===== src/bod_pkg.sv =====
/*
  Package for the brown-out detector control block: register offsets,
  field positions, action codes, timing counts and carrier structs.
  Assumes a plain byte-addressed register port with one-cycle strobes.
*/
package bod_pkg;

  localparam int ADDR_W = 8;
  localparam int DATA_W = 32;

  // Byte offsets
  localparam logic [ADDR_W-1:0] OFS_STATUS    = 8'h14;
  localparam logic [ADDR_W-1:0] OFS_IO_CTRL   = 8'h2C;
  localparam logic [ADDR_W-1:0] OFS_IO_LEVEL  = 8'h30;
  localparam logic [ADDR_W-1:0] OFS_IO_SAMP   = 8'h34;
  localparam logic [ADDR_W-1:0] OFS_CORE_CTRL = 8'h38;
  localparam logic [ADDR_W-1:0] OFS_CORE_LVL  = 8'h3C;
  localparam logic [ADDR_W-1:0] OFS_CORE_SAMP = 8'h40;
  localparam logic [ADDR_W-1:0] OFS_FLAGS     = 8'h48;

  // Control register fields
  localparam int CTRL_EN     = 0;
  localparam int CTRL_HYSTERESIS_ON   = 1;
  localparam int CTRL_ACT_LO = 8;
  localparam int CTRL_MODE   = 16;
  localparam int CTRL_FCD    = 31;
  localparam logic [1:0] ACT_NONE  = 2'h0;
  localparam logic [1:0] ACT_RESET = 2'h1;
  localparam logic [1:0] ACT_IRQ   = 2'h2;

  // Sampling register fields
  localparam int SAMP_CEN    = 0;
  localparam int SAMP_SAMPLE_CLOCK_SELECT  = 1;
  localparam int SAMP_PSL_LO = 8;
  localparam int LEVEL_W     = 6;
  localparam int PSEL_W      = 4;

  // Status register fields
  localparam int ST_CORE_FAIL = 0;
  localparam int ST_CORE_SYNC = 1;
  localparam int ST_IO_FAIL   = 2;
  localparam int ST_IO_SYNC   = 3;

  // Timing
  localparam int CLK_MHZ       = 100;
  localparam int SYSTEM_RC_OSCILLATOR_HALF_NS = 4000;
  localparam int MASK_EXTRA    = 2;
  localparam int MASK_CYC      = (SYSTEM_RC_OSCILLATOR_HALF_NS * CLK_MHZ + 999) / 1000
                                 + MASK_EXTRA;
  localparam int MASK_W        = 10;
  localparam int SYNC_CYC      = 3;
  localparam int SAMP_ON_CYC   = 4;
  localparam int CNT_W         = 17;

  typedef struct packed {
    logic                  fcd;
    logic                  mode;
    logic [1:0]            action;
    logic                  hysteresis_on;
    logic                  en;
  } bod_ctrl_t;

  typedef struct packed {
    logic [PSEL_W-1:0]     psel;
    logic                  sample_clock_select;
    logic                  sample_clock_gate;
  } bod_samp_t;

  typedef struct packed {
    logic                  fail;
    logic                  sync_ready;
    logic                  cen_seen;
    logic                  active;
    logic                  reset_req;
    logic                  irq_req;
    logic                  system_rc_oscillator_keep;
  } bod_stat_t;

  typedef struct packed {
    logic                  wr;
    logic                  rd;
    logic [ADDR_W-1:0]     addr;
    logic [DATA_W-1:0]     wdata;
  } bod_bus_t;

  function automatic logic [CNT_W-1:0] presc_top(input logic [PSEL_W-1:0] p);
    presc_top = CNT_W'((32'h0000_0002 << p) - 32'h0000_0001);
  endfunction

endpackage


===== src/bod_unit.sv =====
/*
  One brown-out detector channel: enable masking, continuous or sampled
  monitoring, synchronised sampling configuration and action selection.
  Assumes the sampling clock and comparator arrive synchronous to clk.
*/
`timescale 1ns/1ps
module bod_unit
  import bod_pkg::*;
(
  input  wire logic             clk_in,
  input  wire logic             rstn_in,
  input  wire bod_ctrl_t        ctrl_in,
  input  wire bod_samp_t        samp_in,
  input  wire logic             samp_wr_in,
  input  wire logic             below_in,
  input  wire logic             system_rc_oscillator_tick_in,
  input  wire logic             k32_tick_in,
  input  wire logic             sleep_deep_in,
  output bod_samp_t             samp_out,
  output bod_stat_t             stat_out
);

  typedef struct packed {
    bod_samp_t                  samp;
    logic [MASK_W-1:0]          mask_cnt;
    logic                       en_d;
    logic [1:0]                 sync_cnt;
    logic [CNT_W-1:0]           presc;
    logic [2:0]                 on_cnt;
    bod_stat_t                  st;
  } bod_unit_state_t;

  bod_unit_state_t s, next_s;
  logic tick, sampling, live;

  always_comb begin
    next_s = s;
    tick = s.samp.sample_clock_gate & (s.samp.sample_clock_select ? k32_tick_in : system_rc_oscillator_tick_in);
    sampling = ctrl_in.mode;
    next_s.en_d = ctrl_in.en;
    if (ctrl_in.en & ~s.en_d) begin
      next_s.mask_cnt = MASK_W'(MASK_CYC); // see RQ3
    end else if (s.mask_cnt != '0) begin
      next_s.mask_cnt = s.mask_cnt - 1'b1;
    end
    if (samp_wr_in & s.st.sync_ready) begin
      next_s.samp = samp_in; // see RQ8
      next_s.sync_cnt = 2'(SYNC_CYC);
    end else if (s.sync_cnt != '0) begin
      next_s.sync_cnt = s.sync_cnt - 1'b1;
    end
    next_s.st.sync_ready = (next_s.sync_cnt == '0);
    // Readback follows the clock gate only once the crossing settled
    if (s.sync_cnt == 2'h1) begin
      next_s.st.cen_seen = s.samp.sample_clock_gate; // see RQ13
    end
    next_s.st.system_rc_oscillator_keep = s.samp.sample_clock_gate & ~s.samp.sample_clock_select; // see RQ10
    if (tick) begin
      if (s.presc == presc_top(s.samp.psel)) begin
        next_s.presc = '0;
        next_s.on_cnt = 3'(SAMP_ON_CYC); // see RQ6, RQ7
      end else begin
        next_s.presc = s.presc + 1'b1;
      end
    end
    if (s.on_cnt != '0) begin
      next_s.on_cnt = s.on_cnt - 1'b1;
    end
    // Continuous mode is off in deep sleep; sampling always runs
    live = ctrl_in.en & (sampling ? (s.on_cnt != '0) : ~sleep_deep_in);
    next_s.st.active = live; // see RQ5, RQ18
    if (live & (next_s.mask_cnt == '0)) begin
      next_s.st.fail = below_in; // see RQ1
    end else if (~ctrl_in.en) begin
      next_s.st.fail = 1'b0;
    end
    next_s.st.reset_req = next_s.st.fail & (ctrl_in.action == ACT_RESET);
    // In deep sleep the interrupt waits for wake-up
    next_s.st.irq_req = next_s.st.fail & (ctrl_in.action == ACT_IRQ)
                        & ~sleep_deep_in; // see RQ15, RQ19
  end

  always_ff @(posedge clk_in or negedge rstn_in) begin
    if (!rstn_in) begin
      s <= '0;
    end else begin
      s <= next_s;
    end
  end

  assign samp_out = s.samp;
  assign stat_out = s.st;
endmodule


===== src/bod_ctl.sv =====
/*
  Top of the brown-out detector control: register port, two detector
  channels, status edge flags and fuse calibration at reset.
  Assumes comparator outputs and oscillator ticks synchronous to clk.
*/
//
// Contract
// RQ1: Each detector flags failure when its supply is below its level.
// RQ2: Detectors reset disabled; software or fuses may enable them.
// RQ3: After enable, mask output half an RC period plus two cycles.
// RQ4: Current detection result is readable in the status register.
// RQ5: Mode bit zero selects continuous monitoring, the default.
// RQ6: Mode bit one: briefly on at each sampling clock edge.
// RQ7: Sample rate is the source clock over two to PSEL plus one.
// RQ8: Sync-ready status exists; sampling writes ignored while it is zero.
// RQ9: Clock-gate bit gates sampling clock; select picks RC or 32k.
// RQ10: Selecting the RC oscillator keeps it enabled.
// RQ11: Software enables the 32k oscillator before selecting it.
// RQ12: Software disables the detector before stopping its clock.
// RQ13: Clock-gate readback changes only once the clock really changed.
// RQ14: Software waits for sync-ready before changing the prescaler.
// RQ15: Failure raises interrupt or reset as the action field selects.
// RQ16: Software writes action zero before selecting reset.
// RQ17: Hysteresis bit adds hysteresis to the trigger level.
// RQ18: Continuous mode off in deep sleep; sampling stays active.
// RQ19: Deep sleep sampling: reset immediate, interrupt delayed.
// RQ20: Calibration-done zero at reset reloads fuses and sets it.
// RQ21: Software may override fuse defaults by register writes.
// RQ22: Rise of a detection status bit sets its event flag.
// RQ23: Rise of a sync-ready bit sets its event flag.
// RQ24: Core and I/O detectors are identical independent instances.
`timescale 1ns/1ps
module bod_ctl
  import bod_pkg::*;
(
  input  wire logic              clk_in,
  input  wire logic              rstn_in,
  input  wire logic              wr_in,
  input  wire logic              rd_in,
  input  wire logic [ADDR_W-1:0] addr_in,
  input  wire logic [DATA_W-1:0] wdata_in,
  output logic [DATA_W-1:0]      rdata_out,
  input  wire logic              core_below_in,
  input  wire logic              io_below_in,
  input  wire logic              system_rc_oscillator_tick_in,
  input  wire logic              k32_tick_in,
  input  wire logic              sleep_deep_in,
  input  wire logic [15:0]       fuse_core_in,
  input  wire logic [15:0]       fuse_io_in,
  output logic                   bod_reset_out,
  output logic                   bod_irq_out,
  output logic                   system_rc_oscillator_keep_out,
  output logic [LEVEL_W-1:0]     core_level_out,
  output logic [LEVEL_W-1:0]     io_level_out,
  output logic                   core_hysteresis_on_out,
  output logic                   io_hysteresis_on_out,
  output logic                   core_active_out,
  output logic                   io_active_out
);

  typedef struct packed {
    logic                    cal_pend;
    bod_ctrl_t               core_ctrl;
    bod_ctrl_t               io_ctrl;
    logic [LEVEL_W-1:0]      core_level;
    logic [LEVEL_W-1:0]      io_level;
    logic [3:0]              flags;
    logic [3:0]              st_d;
    logic [DATA_W-1:0]       rdata;
    logic                    rst_o;
    logic                    irq_o;
    logic                    keep_o;
    logic                    core_act;
    logic                    io_act;
  } bod_top_state_t;

  bod_top_state_t s, next_s;
  bod_bus_t  bus;
  bod_samp_t core_samp, io_samp;
  bod_stat_t core_st, io_st;
  logic      core_samp_wr, io_samp_wr;
  logic [3:0] st_now;
  logic rstn_q;

  // Reset release through two flops; only the second copy is used
  logic [1:0] rsync;
  always_ff @(posedge clk_in or negedge rstn_in) begin
    if (!rstn_in) begin
      rsync <= 2'b00;
    end else begin
      rsync <= {rsync[0], 1'b1};
    end
  end
  assign rstn_q = rsync[1];

  function automatic bod_ctrl_t ctrl_from(input logic [DATA_W-1:0] d);
    ctrl_from.fcd    = d[CTRL_FCD];
    ctrl_from.mode   = d[CTRL_MODE];
    ctrl_from.action = d[CTRL_ACT_LO +: 2];
    ctrl_from.hysteresis_on   = d[CTRL_HYSTERESIS_ON];
    ctrl_from.en     = d[CTRL_EN];
  endfunction

  function automatic logic [DATA_W-1:0] ctrl_word(input bod_ctrl_t c);
    ctrl_word = '0;
    ctrl_word[CTRL_FCD]          = c.fcd;
    ctrl_word[CTRL_MODE]         = c.mode;
    ctrl_word[CTRL_ACT_LO +: 2]  = c.action;
    ctrl_word[CTRL_HYSTERESIS_ON]         = c.hysteresis_on;
    ctrl_word[CTRL_EN]           = c.en;
  endfunction

  function automatic logic [DATA_W-1:0] samp_word(input bod_samp_t p,
                                                   input logic cen_seen);
    samp_word = '0;
    samp_word[SAMP_PSL_LO +: PSEL_W] = p.psel;
    samp_word[SAMP_SAMPLE_CLOCK_SELECT]            = p.sample_clock_select;
    samp_word[SAMP_CEN]              = cen_seen;
  endfunction

  assign bus.wr    = wr_in;
  assign bus.rd    = rd_in;
  assign bus.addr  = addr_in;
  assign bus.wdata = wdata_in;

  assign core_samp_wr = bus.wr & (bus.addr == OFS_CORE_SAMP);
  assign io_samp_wr   = bus.wr & (bus.addr == OFS_IO_SAMP);

  // Detection and sync-ready, core pair in low bits
  assign st_now = {io_st.sync_ready, io_st.fail,
                   core_st.sync_ready, core_st.fail}; // see RQ4

  bod_samp_t samp_wdata;
  always_comb begin
    samp_wdata.psel  = bus.wdata[SAMP_PSL_LO +: PSEL_W];
    samp_wdata.sample_clock_select = bus.wdata[SAMP_SAMPLE_CLOCK_SELECT];
    samp_wdata.sample_clock_gate   = bus.wdata[SAMP_CEN]; // see RQ9
  end

  // Two identical channels keep the core and I/O paths independent
  bod_unit u_core (  // see RQ24
    .clk_in        (clk_in),
    .rstn_in       (rstn_q),
    .ctrl_in       (s.core_ctrl),
    .samp_in       (samp_wdata),
    .samp_wr_in    (core_samp_wr),
    .below_in      (core_below_in),
    .system_rc_oscillator_tick_in (system_rc_oscillator_tick_in),
    .k32_tick_in   (k32_tick_in),
    .sleep_deep_in (sleep_deep_in),
    .samp_out      (core_samp),
    .stat_out      (core_st)
  );

  bod_unit u_io (
    .clk_in        (clk_in),
    .rstn_in       (rstn_q),
    .ctrl_in       (s.io_ctrl),
    .samp_in       (samp_wdata),
    .samp_wr_in    (io_samp_wr),
    .below_in      (io_below_in),
    .system_rc_oscillator_tick_in (system_rc_oscillator_tick_in),
    .k32_tick_in   (k32_tick_in),
    .sleep_deep_in (sleep_deep_in),
    .samp_out      (io_samp),
    .stat_out      (io_st)
  );

  always_comb begin
    next_s = s;
    // Fuse load in the first cycle after release when not yet calibrated
    if (s.cal_pend) begin
      next_s.cal_pend = 1'b0;
      if (!s.core_ctrl.fcd) begin
        next_s.core_ctrl  = ctrl_from({16'h0000, fuse_core_in});
        next_s.core_ctrl.en     = fuse_core_in[CTRL_EN];
        next_s.core_ctrl.hysteresis_on   = fuse_core_in[CTRL_HYSTERESIS_ON];
        next_s.core_ctrl.action = fuse_core_in[CTRL_ACT_LO +: 2];
        next_s.core_level = fuse_core_in[LEVEL_W+1:2];
        next_s.core_ctrl.fcd = 1'b1; // see RQ2, RQ20
      end
      if (!s.io_ctrl.fcd) begin
        next_s.io_ctrl  = ctrl_from({16'h0000, fuse_io_in});
        next_s.io_ctrl.en     = fuse_io_in[CTRL_EN];
        next_s.io_ctrl.hysteresis_on   = fuse_io_in[CTRL_HYSTERESIS_ON];
        next_s.io_ctrl.action = fuse_io_in[CTRL_ACT_LO +: 2];
        next_s.io_level = fuse_io_in[LEVEL_W+1:2];
        next_s.io_ctrl.fcd = 1'b1; // see RQ20
      end
    end else if (bus.wr) begin
      if (bus.addr == OFS_CORE_CTRL) begin
        next_s.core_ctrl = ctrl_from(bus.wdata); // see RQ21
      end else if (bus.addr == OFS_IO_CTRL) begin
        next_s.io_ctrl = ctrl_from(bus.wdata);
      end else if (bus.addr == OFS_CORE_LVL) begin
        next_s.core_level = bus.wdata[LEVEL_W-1:0];
      end else if (bus.addr == OFS_IO_LEVEL) begin
        next_s.io_level = bus.wdata[LEVEL_W-1:0];
      end
    end
    // Write-one clears; a new rising edge wins over the clear
    if (bus.wr & (bus.addr == OFS_FLAGS)) begin
      next_s.flags = s.flags & ~bus.wdata[3:0];
    end
    next_s.st_d  = st_now;
    next_s.flags = next_s.flags | (st_now & ~s.st_d); // see RQ22, RQ23
    next_s.rdata = '0;
    if (bus.rd) begin
      if (bus.addr == OFS_STATUS) begin
        next_s.rdata = {28'h000_0000, st_now};
      end else if (bus.addr == OFS_CORE_CTRL) begin
        next_s.rdata = ctrl_word(s.core_ctrl);
      end else if (bus.addr == OFS_IO_CTRL) begin
        next_s.rdata = ctrl_word(s.io_ctrl);
      end else if (bus.addr == OFS_CORE_LVL) begin
        next_s.rdata = {26'h000_0000, s.core_level};
      end else if (bus.addr == OFS_IO_LEVEL) begin
        next_s.rdata = {26'h000_0000, s.io_level};
      end else if (bus.addr == OFS_CORE_SAMP) begin
        next_s.rdata = samp_word(core_samp, core_st.cen_seen); // see RQ13
      end else if (bus.addr == OFS_IO_SAMP) begin
        next_s.rdata = samp_word(io_samp, io_st.cen_seen);
      end else if (bus.addr == OFS_FLAGS) begin
        next_s.rdata = {28'h000_0000, s.flags};
      end
    end
    next_s.rst_o    = core_st.reset_req | io_st.reset_req; // see RQ15
    next_s.irq_o    = core_st.irq_req | io_st.irq_req;     // see RQ19
    next_s.keep_o   = core_st.system_rc_oscillator_keep | io_st.system_rc_oscillator_keep; // see RQ10
    next_s.core_act = core_st.active;
    next_s.io_act   = io_st.active;
  end

  always_ff @(posedge clk_in or negedge rstn_q) begin
    if (!rstn_q) begin
      s <= '0;
      s.cal_pend <= 1'b1;
    end else begin
      s <= next_s;
    end
  end

  assign rdata_out       = s.rdata;
  assign bod_reset_out   = s.rst_o;
  assign bod_irq_out     = s.irq_o;
  assign system_rc_oscillator_keep_out  = s.keep_o;
  assign core_level_out  = s.core_level;  // see RQ1
  assign io_level_out    = s.io_level;
  assign core_hysteresis_on_out   = s.core_ctrl.hysteresis_on; // see RQ17
  assign io_hysteresis_on_out     = s.io_ctrl.hysteresis_on;
  assign core_active_out = s.core_act;
  assign io_active_out   = s.io_act;
endmodule


===== config.mk =====
export PLATFORM = sky130hd
export DESIGN_NAME = bod_ctl
export DESIGN_NICKNAME = d
export VERILOG_FILES = /design/src/bod_pkg.sv /design/src/bod_unit.sv /design/src/bod_ctl.sv
export SDC_FILE = /design/constraint.sdc
export NUM_CORES = 1
export LEC_CHECK = 0
export ABC_AREA = 1
export BUFFER_PORTS_ARGS = -buffer_cell sky130_fd_sc_hd__buf_4
export CAP_MARGIN = 20
export CORE_ASPECT_RATIO = 0.7
export CORE_MARGIN = 2
export CORE_UTILIZATION = 25
export DETAILED_ROUTE_END_ITERATION = 8
export GPL_ROUTABILITY_DRIVEN = 0
export GPL_TIMING_DRIVEN = 0
export MAX_ROUTING_LAYER = met4
export PLACE_DENSITY_LB_ADDON = 0.2
export REMOVE_ABC_BUFFERS = 1
export SYNTH_ARGS = -nofsm -noshare
export SYNTH_HDL_FRONTEND = slang
export SYNTH_HIERARCHICAL = 1
export SYNTH_SLANG_ARGS = --single-unit

===== constraint.sdc =====
create_clock -name clk_in -period 5.9 [get_ports clk_in]
set_clock_uncertainty 0.2 [all_clocks]
set_input_delay 0.59 -clock clk_in [delete_from_list [all_inputs] [get_ports clk_in]]
set_output_delay 0.59 -clock clk_in [all_outputs]
set_load 0.05 [all_outputs]

# Word level (Yosys, flattened, before mapping)
# Cells that the tools add are included.
# totals
output_inout_bits	51
regBits	164
input_bits	81
word_cells	193
# op_classes
n_mux	47
shifts	2
bitwise	34
reduce_logical	27
n_addsub	10
eq_ne	21
# ops
op	count
$mux W32	4
$mux W12	5
$mux W24	2
$mux W6	7
$eq A8 B6 Y1 const B	5
$mux W10	4
$add A17 B1 Y17 const B	2
$eq A17 B17 Y1	2
$mux W17	2
$shl A2 B4 Y17 const A	2
$sub A17 B1 Y17 const B	2
$reduce_bool A2 Y1	11
$and A1 B1 Y1	21
$logic_not A10 Y1	2
$reduce_bool A10 Y1	2
$sub A10 B1 Y10 const B	2
$mux W18	1
$mux W3	6
$eq A8 B7 Y1 const B	2
$mux W5	2
$ne A2 B2 Y1 const B	5
$and A4 B4 Y4	2
$eq A2 B1 Y1 const B	4
$eq A8 B5 Y1 const B	1
17 further kinds	43

# Logic depth before layout (Yosys ltp)
# depth
word_depth	10
depth_mapped	15
mapped_depth_nobuf	15

# Hierarchy
# The synthesis kept the hierarchy.
# modules_own_cells
module	instances	area_per_inst_um2	cells_each	seq_area_each_um2
bod_ctl	1	3078.0	390	1302.5
bod_unit at u_core	1	2869.0	391	1151.1
bod_unit at u_io	1	2755.1	367	1151.1

# Worst setup path before layout
# Ideal clock, no wire load.
# synth_timing
path_type	register to register
startpoint	reg u_core.s (netlist bit u_core/samp_out[3])
endpoint	reg u_core/s[24] (netlist name)
required_ns	5.588
path_buffers	1
period_less_slack_ns	2.376
stages_incl_launch_ff	15
setup_slack_ns	3.524
arrival_time_ns	2.064
setup_time_ns	0.112
cell_sequence	dfrtp_1 > nor2_1 > nand2_1 > ha_1 > xor2_1 > nand2_1 > nor2_1 > nand3_1 > nor2_1 > nand2_1 > nor2_2 > nand3_4 > buf_6 > nand3_2 > inv_2
# synth_between
elab_chain_cells	4
# synth_rtl
element	line_no	text
start, declared	bod_unit.sv:33	bod_unit_state_t s, next_s;
start signal, assigned	bod_unit.sv:87	s <= next_s;
$shl A2 B4 Y17	bod_pkg.sv:87	presc_top = CNT_W'((32'h0000_0002 << p) - 32'h0000_0001);
$sub A17 B1 Y17	bod_pkg.sv:87	
$eq A17 B17 Y1	bod_unit.sv:59	if (s.presc == presc_top(s.samp.psel)) begin
$mux W17	bod_unit.sv:59	
# Every way passes these cells.
# A chain may end at the register's enable or synchronous reset.

# Worst setup path in the final report
# layout_timing
startpoint	reg u_core.s (netlist bit u_core/samp_out[3])
endpoint	reg u_core/s[8] (netlist name)
# layout_between
elab_chain_cells	5
# layout_rtl
element	line_no
$shl A2 B4 Y17	bod_pkg.sv:87
$sub A17 B1 Y17	bod_pkg.sv:87
$eq A17 B17 Y1	bod_unit.sv:59
$reduce_bool A2 Y1 (no source line)	--
$reduce_and A2 Y1 (no source line)	--
# Every way passes these cells.

==> flow_summary.json <==
{
  "status": "finished, final reports clean",
  "cts_setup_buffers": 0,
  "path_max_fanout": 18,
  "routed_wl_um": 23000,
  "yosys_warnings": 6,
  "setup_viol": 0,
  "criticalPathCategory": "reg2reg",
  "r2r-end": "u_core/s[8]$_DFFE_PN0P_",
  "n_antenna_cell": 0,
  "hold_viol_final": 0,
  "grt_first_pass_wirelength_um": 36800,
  "cpPeakStageDelay_ns": 0.47,
  "final_cells": 1671,
  "p_leak_uw": 0.00522,
  "fp.coreArea_um2": 34400,
  "via_per_inst": 4.18,
  "cp_top_family": "simple AND/OR/NAND/NOR gates",
  "ir_drop_v": 0.000192,
  "antenna_left": 0,
  "cp.arrival_ns": 3.17,
  "finalCritPeriodShare_pct": 50.7,
  "dieHeight_um": 160,
  "clockBufferDepth": 2,
  "dr.pass1.iters": 5,
  "cts_tree": "yes",
  "grt_max_degree": 57,
  "post-route-drc-count": 0,
  "cp.required_ns": 6.07,
  "crit_path_frequent_cell": "nand2_1",
  "grt_antenna_before_repair": 0,
  "die-area_um2": 36300,
  "num_rows": 57,
  "num-nets-final": 1276,
  "critPathBufInv": 0,
  "worst_r2r_path_depth": 14,
  "grt_pass1_vias": 6615,
  "synth_area_per_cell_um2": 7.58,
  "die_w_um": 227,
  "drtIter0Drc": 599,
  "rrSetupSlack_ns": 2.91,
  "numCtsBuffers": 17,
  "dp_hpwl_um": 17700,
  "worst_pin_slew_ns": 0.648,
  "clock_sinks": 144,
  "max_cap_viol_count": 0,
  "worstPathCellList": "nor2_1, nand2_1, ha_1, xor2_1, nand2_1, nor2_1, nand3_1, nor2_1, nand2_1, nor2_2, nand3_4, nand2_1, nand2_1, nand2_1",
  "p_per_area_nw_per_um2": 355,
  "syn_area_um2": 8690,
  "h-tree-depth": 4,
  "dr_total_vias": 6987,
  "post-route-util_pct": 29.2,
  "rsz0062_at_grt": "false",
  "max_slew_margin_pct": 56.8,
  "clockRootBuffer": "clkbuf_16",
  "io_pins": 132,
  "slew_viol_final": 0,
  "cp-start-kind": "flip-flop",
  "clkLatencyLatePin_ns": 0.44,
  "crit_slowest_cell": "dfrtp_1",
  "rr_startpoint": "u_core/samp_out[3]$_DFFE_PN0P_",
  "wl_per_cell_um": 13.7,
  "drive_above_1_share_pct": 17.2,
  "portBuffers": 79,
  "grtUsageTotal_pct": 13.7,
  "max_clock_freq_ghz": 0.334,
  "start_util_pct": 25.2,
  "hold_class": "reg2async",
  "overflow": 0,
  "min_period_ns": 2.99,
  "endpoint_kind": "flip-flop",
  "syn_inst": 1146,
  "syn2layout_area_growth_pct": 15.6,
  "path_clk_slew_ns": 0.06,
  "placed_cells": 1639
}
-- worst register-to-register path, delay by kind of cell (launching register included) --
family | cells | cell delay (ns)
xor+xnor | 1 | 0.17
fa+ha+maj | 1 | 0.32
simple gates | 12 | 1.78
flops | 1 | 0.47
-- metal layers --
layer	routed length (µm)	up-vias	global-route usage [%]	part of all wire, %
met5	0	-	-	0
met4	276	0	3.89	1.2
met3	992	19	3.02	4.3
met2	9410	125	18.0	41
met1	12300	3235	20.4	53
li1	-	3608	-	-
-- flip-flops by register name (all words and copies together), names as in the netlist, 2 cells and up --
name             count
u_core/s            33
u_io/s              33
s                   19
rdata_out           12
u_core/stat_out      7
u_io/stat_out        7
core_level_out       6
io_level_out         6
u_core/samp_out      6
u_io/samp_out        6
rsync                2
-- cell type report --
cell class	instances	area, µm²
fillers	3707	24400
multi-input cells	785	3980
flip-flops and latches	144	3610
repair buffers	82	658
well taps	472	591
inverters	157	589
clock buffers	22	484
clock inverters	9	131
-- what timing repair did --
action | 4_1_cts | 5_1_grt
endpoints found under the hold margin | 2 | 0
hold buffers | 1 | 0
resized for setup | 0 | 0
-- through the flow --
step	hold WS [ns]	setup TNS (ns)	worst slack [ns]	area (µm²)	power [µW]
final	0.150	0	2.91	10000	3570
after global placement	0.136	-114.54	-0.834	9360	2430
after global routing	0.158	0	2.63	10000	3840
after CTS	0.149	0	2.94	10000	3620
after detailed placement	0.136	0	2.98	9420	2440
after floorplan	0.0944	0	1.39	8180	2150
-- how the worst max path moves through the flow --
| stage | cells after the start | endpoint | startpoint |
|---|---|---|---|
| final | 14 | u_core/s[8]$_DFFE_PN0P_ | u_core/samp_out[3]$_DFFE_PN0P_ |
| after global routing | 14 | u_core/s[9]$_DFFE_PN0P_ | u_core/samp_out[3]$_DFFE_PN0P_ |
| after CTS | 14 | u_core/s[8]$_DFFE_PN0P_ | u_core/samp_out[3]$_DFFE_PN0P_ |
| after detailed placement | 14 | u_core/s[8]$_DFFE_PN0P_ | u_core/samp_out[3]$_DFFE_PN0P_ |
| after global placement | 0 | u_core/s[16]$_DFFE_PN0P_ | rsync[1]$_DFF_PN0_ |
| after floorplan | 0 | bod_irq_out$_DFF_PN0_ | rsync[1]$_DFF_PN0_ |
-- where the power goes --
group / internal [µW] / switching (µW)
registers: 1180 / 212
logic: 376 / 653
clock network: 706 / 442
-- placed cells by master, fill, tap and decap left out, types with 3 or more instances in the layout --
master / instances
o21ai_1: 9
o21ai_0: 52
nand2_1: 299
nand4_1: 23
xor2_1: 22
dfrtp_1: 142
nand3_1: 75
or2_2: 8
a21oi_1: 34
nor2_1: 122
nand2_4: 7
nor2_4: 9
nor3_1: 6
conb_1: 22
o211ai_1: 5
nand3_4: 4
clkbuf_16: 17
inv_1: 136
nand2_2: 16
buf_4: 79
xnor2_1: 11
ha_1: 8
clkinvlp_4: 3
a21o_1: 4
clkbuf_8: 4
bufinv_16: 3
inv_2: 21
a31oi_1: 4
nor2_2: 12
nand3_2: 8
nand3b_1: 8
(Power assumes the default switching activity.)
